<file path="config.mk">
export PLATFORM = sky130hd
export DESIGN_NAME = pwmc_channel
export DESIGN_NICKNAME = d
export VERILOG_FILES = /design/src/core/pwmc_pkg.sv /design/src/core/pwmc_channel.sv
export SDC_FILE = /design/constraint.sdc
export NUM_CORES = 2
export LEC_CHECK = 0
export BUFFER_PORTS_ARGS = -buffer_cell sky130_fd_sc_hd__buf_2
export CAP_MARGIN = 5
export CORE_ASPECT_RATIO = 1.75
export CORE_MARGIN = 1
export CORE_UTILIZATION = 60
export DETAILED_ROUTE_END_ITERATION = 16
export GPL_TIMING_DRIVEN = 0
export PLACE_DENSITY = 0.82
export SLEW_MARGIN = 20
export SYNTH_ARGS = -nofsm -noshare
export SYNTH_HDL_FRONTEND = slang
export SYNTH_SLANG_ARGS = --single-unit
</file>
<file path="constraint.sdc">
create_clock -name clk -period 139.1 [get_ports clk]
set_input_delay 27.82 -clock clk [delete_from_list [all_inputs] [get_ports clk]]
set_output_delay 27.82 -clock clk [all_outputs]
set_load 0.03 [all_outputs]
</file>
<file path="src/core/pwmc_pkg.sv">
// Purpose: constants and carriers for the pulse-width modulation channel
// Assumes: 40 MHz clock, 16-bit register port with 3 address bits
// Notes:   times run in sub-steps of one tenth of the selected time base
package pwmc_pkg;

  // clock and time base
  localparam int unsigned CLK_PERIOD_NS  = 25;
  localparam int unsigned FINE_STEP_NS   = 10_000;   // 0.1 ms / 10
  localparam int unsigned COARSE_STEP_NS = 100_000;  // 1 ms / 10
  localparam int unsigned FINE_STEP_CYC  = FINE_STEP_NS / CLK_PERIOD_NS;
  localparam int unsigned COARSE_STEP_CYC = COARSE_STEP_NS / CLK_PERIOD_NS;
  localparam logic [23:0] SUB_PER_UNIT   = 24'h00000A; // factor weight 0.1

  // register offsets
  localparam logic [2:0] ADDR_CTRL    = 3'h0;
  localparam logic [2:0] ADDR_VALUE   = 3'h1;
  localparam logic [2:0] ADDR_PERIOD  = 3'h2;
  localparam logic [2:0] ADDR_MINP    = 3'h3;
  localparam logic [2:0] ADDR_DELAY   = 3'h4;
  localparam logic [2:0] ADDR_PFACTOR = 3'h5;
  localparam logic [2:0] ADDR_DFACTOR = 3'h6;
  localparam logic [2:0] ADDR_STATUS  = 3'h7;

  // value ranges and reset values
  localparam logic [15:0] PERMILL_FULL = 16'h03E8;   // 1000
  localparam logic [15:0] ANALOG_FULL  = 16'h6C00;   // 27648
  localparam logic [15:0] FINE_MIN_UNITS   = 16'h0002;
  localparam logic [15:0] COARSE_MIN_UNITS = 16'h0001;
  localparam logic [15:0] PERIOD_MIN_UNITS = 16'h0002;
  localparam logic [15:0] VALUE_RST    = 16'h0000;
  localparam logic [15:0] PERIOD_RST   = 16'h4E20;   // 20000
  localparam logic [15:0] MINP_RST     = 16'h2710;   // 10000
  localparam logic [15:0] DELAY_RST    = 16'h0000;
  localparam logic [7:0]  FACTOR_RST   = 8'h0A;      // 1.0

  // control register layout, bit 0 is run_request
  typedef struct packed {
    logic format_analog;
    logic gate_hw;
    logic coarse_base;
    logic single_mode;
    logic manual_override;
    logic run_request;
  } pwmc_ctrl_type;

  localparam pwmc_ctrl_type CTRL_RST = '0;

  // status register layout, bit 0 is sequence_active_flag
  typedef struct packed {
    logic run_request_echo;
    logic aux_level;
    logic pulse_level;
    logic sequence_active;
  } pwmc_status_type;

endpackage

</file>
<file path="src/core/pwmc_channel.sv">
// Purpose: one pulse output channel, single pulse or pulse-width modulation
// Assumes: all inputs but reset_n synchronous to clk; strobes are single cycles
// Notes:   high time and gap are recomputed every cycle from live settings
`timescale 1ns/1ps

module pwmc_channel
  import pwmc_pkg::*;
#(
  parameter int unsigned FINE_CYC   = FINE_STEP_CYC,
  parameter int unsigned COARSE_CYC = COARSE_STEP_CYC
)
(
  input  wire logic        clk,
  input  wire logic        reset_n,
  input  wire logic [2:0]  reg_addr,
  input  wire logic [15:0] reg_wdata,
  input  wire logic        reg_wr,
  input  wire logic        reg_rd,
  output logic      [15:0] reg_rdata,
  input  wire logic        aux_gate_input,
  output logic             pulse_out,
  output logic             sequence_active_flag,
  output logic             run_request_echo
);

  // phase of the output sequence
  typedef enum logic [1:0] {
    ST_IDLE,
    ST_DELAY,
    ST_HIGH,
    ST_LOW
  } pwmc_state_type;

  pwmc_ctrl_type   ctrl_reg;
  pwmc_status_type status;
  pwmc_state_type  state_reg;
  logic [15:0]     value_reg;
  logic [15:0]     period_reg;
  logic [15:0]     minp_reg;
  logic [15:0]     delay_reg;
  logic [7:0]      pfactor_reg;
  logic [7:0]      dfactor_reg;
  logic            run_prev_reg;
  logic            aux_prev_reg;
  logic [15:0]     presc_reg;
  logic [23:0]     elapsed_reg;
  logic [23:0]     delay_cap_reg;
  logic            tick;
  logic            start_evt;
  logic            run_rise;
  logic            aux_rise;
  logic [23:0]     period_sub;
  logic [23:0]     minp_sub;
  logic [23:0]     delay_sub;
  logic [23:0]     high_raw;
  logic [23:0]     high_t;
  logic [23:0]     gap_t;
  logic [15:0]     step_last;

  // lower bound of a time setting for the selected base
  function automatic logic [15:0] floor_units(
    input logic [15:0] u,
    input logic        coarse
  );
    logic [15:0] lim;
    lim = coarse ? COARSE_MIN_UNITS : FINE_MIN_UNITS;
    return (u < lim) ? lim : u;
  endfunction

  // units of the time base to sub-steps
  function automatic logic [23:0] to_sub(input logic [15:0] u);
    logic [23:0] wide;
    wide = {8'h00, u};
    return 24'(wide * SUB_PER_UNIT);
  endfunction

  // units times a factor weighted in tenths gives sub-steps
  function automatic logic [23:0] times_factor(
    input logic [15:0] u,
    input logic [7:0]  f
  );
    logic [23:0] wide;
    wide = {8'h00, u};
    return 24'(wide * {16'h0000, f});
  endfunction

  // output value held inside the selected format range
  function automatic logic [15:0] clamp_value(
    input logic [15:0] v,
    input logic        analog
  );
    logic [15:0] top;
    top = analog ? ANALOG_FULL : PERMILL_FULL;
    return (v > top) ? top : v;
  endfunction

  // proportional high time; the divider is a constant per format
  function automatic logic [23:0] scale_high(
    input logic [15:0] v,
    input logic [23:0] p,
    input logic        analog
  );
    // value times a 24-bit period needs 40 bits before the divide
    logic [39:0] prod;
    prod = {24'h000000, v} * {16'h0000, p};
    if (analog)
      return 24'(prod / {24'h000000, ANALOG_FULL});
    else
      return 24'(prod / {24'h000000, PERMILL_FULL});
  endfunction

  // register writes; run_request is a plain software level
  // factors act live, only the delay factor is caught at start
  always_ff @(posedge clk or negedge reset_n)
  begin
    if (!reset_n)
    begin
      ctrl_reg    <= CTRL_RST;
      value_reg   <= VALUE_RST;
      period_reg  <= PERIOD_RST;
      minp_reg    <= MINP_RST;
      delay_reg   <= DELAY_RST;
      pfactor_reg <= FACTOR_RST;
      dfactor_reg <= FACTOR_RST;
    end
    else if (reg_wr)
    begin
      unique case (reg_addr)
        ADDR_CTRL:    ctrl_reg    <= pwmc_ctrl_type'(reg_wdata[5:0]);
        ADDR_VALUE:   value_reg   <= reg_wdata;
        ADDR_PERIOD:  period_reg  <= reg_wdata;
        ADDR_MINP:    minp_reg    <= reg_wdata;
        ADDR_DELAY:   delay_reg   <= reg_wdata;
        ADDR_PFACTOR: pfactor_reg <= reg_wdata[7:0];
        ADDR_DFACTOR: dfactor_reg <= reg_wdata[7:0];
        ADDR_STATUS:  ; // read only
      endcase
    end
  end

  // status word; echo is the stored run request itself
  // levels are shown live, with no update lag
  assign run_request_echo = ctrl_reg.run_request;
  assign status.run_request_echo = ctrl_reg.run_request;
  assign status.aux_level        = aux_gate_input;
  assign status.pulse_level      = pulse_out;
  assign status.sequence_active  = sequence_active_flag;

  // read data stand in the cycle after the strobe only
  // unused upper bits of narrow registers read as zero
  always_ff @(posedge clk or negedge reset_n)
  begin
    if (!reset_n)
      reg_rdata <= 16'h0000;
    else if (!reg_rd)
      reg_rdata <= 16'h0000;
    else
    begin
      unique case (reg_addr)
        ADDR_CTRL:    reg_rdata <= {10'h000, ctrl_reg};
        ADDR_VALUE:   reg_rdata <= value_reg;
        ADDR_PERIOD:  reg_rdata <= period_reg;
        ADDR_MINP:    reg_rdata <= minp_reg;
        ADDR_DELAY:   reg_rdata <= delay_reg;
        ADDR_PFACTOR: reg_rdata <= {8'h00, pfactor_reg};
        ADDR_DFACTOR: reg_rdata <= {8'h00, dfactor_reg};
        ADDR_STATUS:  reg_rdata <= {12'h000, status};
      endcase
    end
  end

  // edge history of run request and gate input
  // cleared to the idle level, so reset brings no false edge
  always_ff @(posedge clk or negedge reset_n)
  begin
    if (!reset_n)
    begin
      run_prev_reg <= 1'b0;
      aux_prev_reg <= 1'b0;
    end
    else
    begin
      run_prev_reg <= ctrl_reg.run_request;
      aux_prev_reg <= aux_gate_input;
    end
  end

  // an edge is a level high now that was low one cycle ago
  assign run_rise = ctrl_reg.run_request && !run_prev_reg;
  assign aux_rise = aux_gate_input && !aux_prev_reg;

  // start only from idle, so later edges fall on deaf ears
  assign start_evt = (state_reg == ST_IDLE)
                  && ctrl_reg.run_request
                  && !ctrl_reg.manual_override
                  && (ctrl_reg.gate_hw ? aux_rise
                                       : run_rise);

  // sub-step prescaler, realigned at start so the delay is exact
  assign step_last = ctrl_reg.coarse_base
                   ? 16'(COARSE_CYC - 1)
                   : 16'(FINE_CYC - 1);
  // one tick per sub-step; after a base change a count past the new last step restarts at zero
  assign tick = (presc_reg == step_last);

  always_ff @(posedge clk or negedge reset_n)
  begin
    if (!reset_n)
      presc_reg <= 16'h0000;
    else if (start_evt || tick || presc_reg > step_last)
      presc_reg <= 16'h0000;
    else
      presc_reg <= presc_reg + 16'h0001;
  end

  // effective period, minimum and delay in sub-steps
  always_comb
  begin
    // the floor applies before the factor, so 0 or 1 acts as 2
    period_sub = times_factor((period_reg < PERIOD_MIN_UNITS)
                              ? PERIOD_MIN_UNITS : period_reg,
                              pfactor_reg);
    minp_sub = to_sub(floor_units(minp_reg,
                                  ctrl_reg.coarse_base));
    // under the base's floor (2 fine units, 1 coarse unit), or with factor 0, no delay at all
    if (dfactor_reg == 8'h00
        || delay_reg < floor_units(16'h0000, ctrl_reg.coarse_base))
      delay_sub = 24'h000000;
    else
      delay_sub = times_factor(delay_reg, dfactor_reg);
  end

  // high time and gap follow the live value every cycle
  always_comb
  begin
    high_raw = scale_high(clamp_value(value_reg,
                                      ctrl_reg.format_analog),
                          period_sub,
                          ctrl_reg.format_analog);
    if (ctrl_reg.single_mode)
    begin
      // below the floor no pulse is produced
      if (value_reg < floor_units(16'h0000, ctrl_reg.coarse_base))
        high_t = 24'h000000;
      else
        high_t = to_sub(value_reg);
    end
    else if (high_raw < minp_sub)
      high_t = 24'h000000;
    else if (period_sub < minp_sub || high_raw > period_sub - minp_sub)
      high_t = period_sub;
    else
      high_t = high_raw;
    // a zero gap keeps the output high across period bounds
    gap_t = period_sub - high_t;
  end

  // sequence control, phase timing and output level
  always_ff @(posedge clk or negedge reset_n)
  begin
    if (!reset_n)
    begin
      state_reg            <= ST_IDLE;
      elapsed_reg          <= 24'h000000;
      delay_cap_reg        <= 24'h000000;
      pulse_out            <= 1'b0;
      sequence_active_flag <= 1'b0;
    end
    // clearing run wins over every phase, so no late pulse escapes
    else if (state_reg != ST_IDLE && !ctrl_reg.run_request)
    begin
      state_reg            <= ST_IDLE;
      pulse_out            <= 1'b0;
      sequence_active_flag <= 1'b0;
    end
    else
    begin
      unique case (state_reg)
        ST_IDLE:
        begin
          // only idle listens for a start, so later edges are ignored
          if (start_evt)
          begin
            sequence_active_flag <= 1'b1;
            elapsed_reg          <= 24'h000000;
            // delay factor is frozen for this sequence
            delay_cap_reg        <= delay_sub;
            if (delay_sub == 24'h000000)
            begin
              state_reg <= ST_HIGH;
              pulse_out <= (high_t != 24'h000000);
            end
            else
              state_reg <= ST_DELAY;
          end
        end
        ST_DELAY:
        begin
          // the prescaler was realigned at start, so the delay is exact
          if (elapsed_reg >= delay_cap_reg)
          begin
            state_reg   <= ST_HIGH;
            elapsed_reg <= 24'h000000;
            pulse_out   <= (high_t != 24'h000000);
          end
          else if (tick)
            elapsed_reg <= elapsed_reg + 24'h000001;
        end
        ST_HIGH:
        begin
          // a shrinking high time ends the pulse early
          if (elapsed_reg >= high_t)
          begin
            elapsed_reg <= 24'h000000;
            // a single pulse closes the sequence; restart needs an edge
            if (ctrl_reg.single_mode)
            begin
              state_reg            <= ST_IDLE;
              pulse_out            <= 1'b0;
              sequence_active_flag <= 1'b0;
            end
            else if (gap_t != 24'h000000)
            begin
              state_reg <= ST_LOW;
              pulse_out <= 1'b0;
            end
          end
          else if (tick)
            elapsed_reg <= elapsed_reg + 24'h000001;
        end
        ST_LOW:
        begin
          // gap compared live: one period stretches or shrinks
          if (elapsed_reg >= gap_t)
          begin
            elapsed_reg <= 24'h000000;
            if (high_t != 24'h000000)
            begin
              state_reg <= ST_HIGH;
              pulse_out <= 1'b1;
            end
          end
          else if (tick)
            elapsed_reg <= elapsed_reg + 24'h000001;
        end
      endcase
    end
  end

endmodule

</file>
==> flow_summary.yaml <==
final_layout:
  highest_count_cells_in_the_layout_ignoring_fill_and_taps: "948 x nand2_1, 829 x inv_1, 733 x ha_1"
  most_frequent_standard_cell_in_the_layout_excluding_fill_and_tap_cells: "nand2_1"
  layout.cells.non_filler: 10534
  fin_nets: 10270
  final_layout_size_suffix_gt1_frac: 0.0589
  end_of_flow_core_utilization: 0.634
  areaGrowthSynthToFinish_pct: 4.85
clock_tree:
  clock_latency_ns: 0.44
  cts_clk_pin_slew_worst_paths_ns: 0.07
  cts_tree: "done"
  cts_setup_buffers: 0
  cts_num_sinks: 172
  cts_htree_levels: 4
  post_cts_resize_count: 0
  clock_tree.buffer_depth: 2
  cts_buffers: 17
  cts-root-buf: "clkbuf_16"
  holdBufCountCts: 0
timing:
  timing_max_transition_violations_final: 0
  final.setup.worst_slack_ns: 9.06
  timing.fmax_mhz: 7.69
  timing.clock.skew_ns: 0.0141
  final.period_utilization: 0.935
  setup_viol: 0
  timing.final.crit_period_ns: 130.04
  max_slew_margin: 0.148
  grt_setup_unrepaired: "no"
  max_slew.worst_pin.slew_ns: 1.27
  final-hold-violation-count: 0
  setup-tns-final_ns: 0
global_routing:
  grt_remaining_overflow: 0
  grt_first_pass_wirelength_um: 390000
  via_count_of_the_first_global_routing_pass: 73304
  grt_antenna_before_repair: 9
  grt_usage: 0.442
  largest_net_degree_at_the_start_of_global_routing: 91
synthesis:
  synth-async-reset-ratio: 1.00
  synth.avg_cell_area_um2: 7.53
  yosysWarningCount: 0
  count_of_state_elements_after_synthesis: 172
  synthesis.instances: 8933
  synth_enable_flop_cells: 0
  ys_seq_area_frac: 0.0642
  synth-main-ff-cell: "dfrtp_1"
  synth_area_um2: 67300
  yosys.cell_types.count: 137
worst_setup_path:
  arrival_ns: 130.41
  critPathRequiredTime_ns: 139.47
  setup.worst_path.end_class: "flip-flop"
  timing_worst_setup_path_type: "reg -> reg"
  slowest_stage: "nor4_1"
  rr_startpoint: "period_reg[4]"
  crit_path_max_fanout: 11
  slowest_delay_ns: 0.95
  setup.worst_path.start_class: "flip-flop"
  cpMostUsedCell: "a21oi_1"
  start_point_of_the_critical_path: "period_reg[4]"
floorplanning:
  initial_core_util: 0.605
  row_count: 162
  floorplan.die_area_um2: 114000
  ioPinCount: 43
  core_region_area_um2: 111000
  die-width_um: 255
  chipHeight_um: 445
routing:
  routedWlPerCell_um: 23.5
  drt_first_pass_iters: 9
  total_detailed_routing_wirelength_um: 248000
  via_count: 70566
  number_of_nets_with_antenna_violations_after_routing: 0
  initialDrtViolationCount: 5431
  vias_per_cell: 6.70
  drt_drc_violations_left: 0
hold_path:
  holdCritPathClass: "reg -> reg"
  timing.hold.worst.start: "delay_cap_reg[12]"
outcome:
  run_status: "completed"
placement:
  hpwl_um: 201000
  cell_total_after_placement: 10483
  port_buffers: 39
  placement.setup.worst_slack_ns: 12.99
  place_congestion: 1.05
flow_run:
  max-cap-violations: 0
==> final timing paths <==
kind / end / slack, ns / cells after the start
setup / recovery: elapsed_reg[13] / 9.06 / 493
setup reg to reg: elapsed_reg[13] / 9.06 / 493
max in group asynchronous: ctrl_reg[5] / 110.86 / 2
hold reg to reg: delay_cap_reg[12] / 0.49 / 2
hold / removal: delay_cap_reg[12] / 0.49 / 2
min in group asynchronous: period_reg[8] / 27.36 / 1
==> kinds of logic after synthesis <==
group,after synthesis,synth area share
adders and majority gates,1215,0.279
buffers and inverters,1180,0.0673
muxes,242,0.0394
other,2,0.000112
AOI/OAI and AO/OA,2303,0.233
xor gates and xnor gates,483,0.0629
DFF,172,0.0642
and+or+nand+nor,3336,0.254
==> Yosys cell counts, types with 28 or more instances <==
master / instances / area [um^2]
nand2_1: 948 / 3560
inv_1: 829 / 3110
ha_1: 733 / 9170
nor2_1: 703 / 2640
a21oi_1: 594 / 2970
fa_1: 478 / 9570
o21ai_0: 388 / 1940
and2_1: 314 / 1960
xnor2_1: 308 / 2700
clkbuf_1: 270 / 1010
nand3_1: 191 / 956
a21o_1: 189 / 1420
nor3_1: 185 / 926
xor2_1: 175 / 1530
dfrtp_1: 158 / 3950
mux2_2: 147 / 1660
nand2b_1: 140 / 876
nor2b_1: 131 / 820
and3_1: 127 / 795
nand4_1: 122 / 763
nor4_1: 88 / 551
o21a_1: 88 / 661
o21ai_1: 88 / 440
mux2i_1: 87 / 871
a211oi_1: 81 / 608
a31oi_1: 81 / 507
o21bai_1: 73 / 548
o31ai_1: 72 / 541
o211ai_1: 70 / 526
or3_1: 61 / 382
or2_2: 56 / 350
or4_1: 41 / 308
and4_1: 40 / 350
a22oi_1: 35 / 263
o2111ai_1: 35 / 307
buf_2: 34 / 170
a211o_1: 33 / 289
a311oi_1: 33 / 289
o31a_1: 30 / 263
nor3b_1: 28 / 210
==> area by class of cell <==
class | count | area, um^2
clock inverters | 13 | 181
plain buffers | 326 | 1320
inverters | 854 | 3210
flip-flops and latches | 172 | 4330
clock buffers | 19 | 433
diodes | 10 | 25.0
repair buffers | 58 | 454
fillers | 10199 | 40700
well taps | 1476 | 1850
multi-input cells | 7606 | 58700
==> layer usage <==
layer  up-vias  global-route usage  part of all wire
met4         4               0.433              0.11
met2      3237               0.759              0.49
met5         -                   0           0.00013
li1      32104                   -                 -
met3      1529               0.113             0.071
met1     33692               0.419              0.32
==> critical path: cells and delay by family, from the launching register on <==
kind | cells | cell delay (ns)
mux | 12 | 4.76
flops | 1 | 0.51
buf+inv | 82 | 26.27
xor+xnor | 5 | 1.55
fa+ha+maj | 48 | 18.40
simple gates | 175 | 35.92
compound gates | 171 | 42.30
==> stage by stage <==
step / area (um^2) / hold slack [ns]
6_report: 70500 / 0.487
5_1_grt: 70500 / 0.518
2_1_floorplan: 67400 / 0.450
3_5_place_dp: 69700 / 0.471
4_1_cts: 70300 / 0.486
3_3_place_gp: 69400 / 0.468
Power is not shown: default switching activity piles up to over one toggle a cycle in this logic, so the estimate is an artifact.
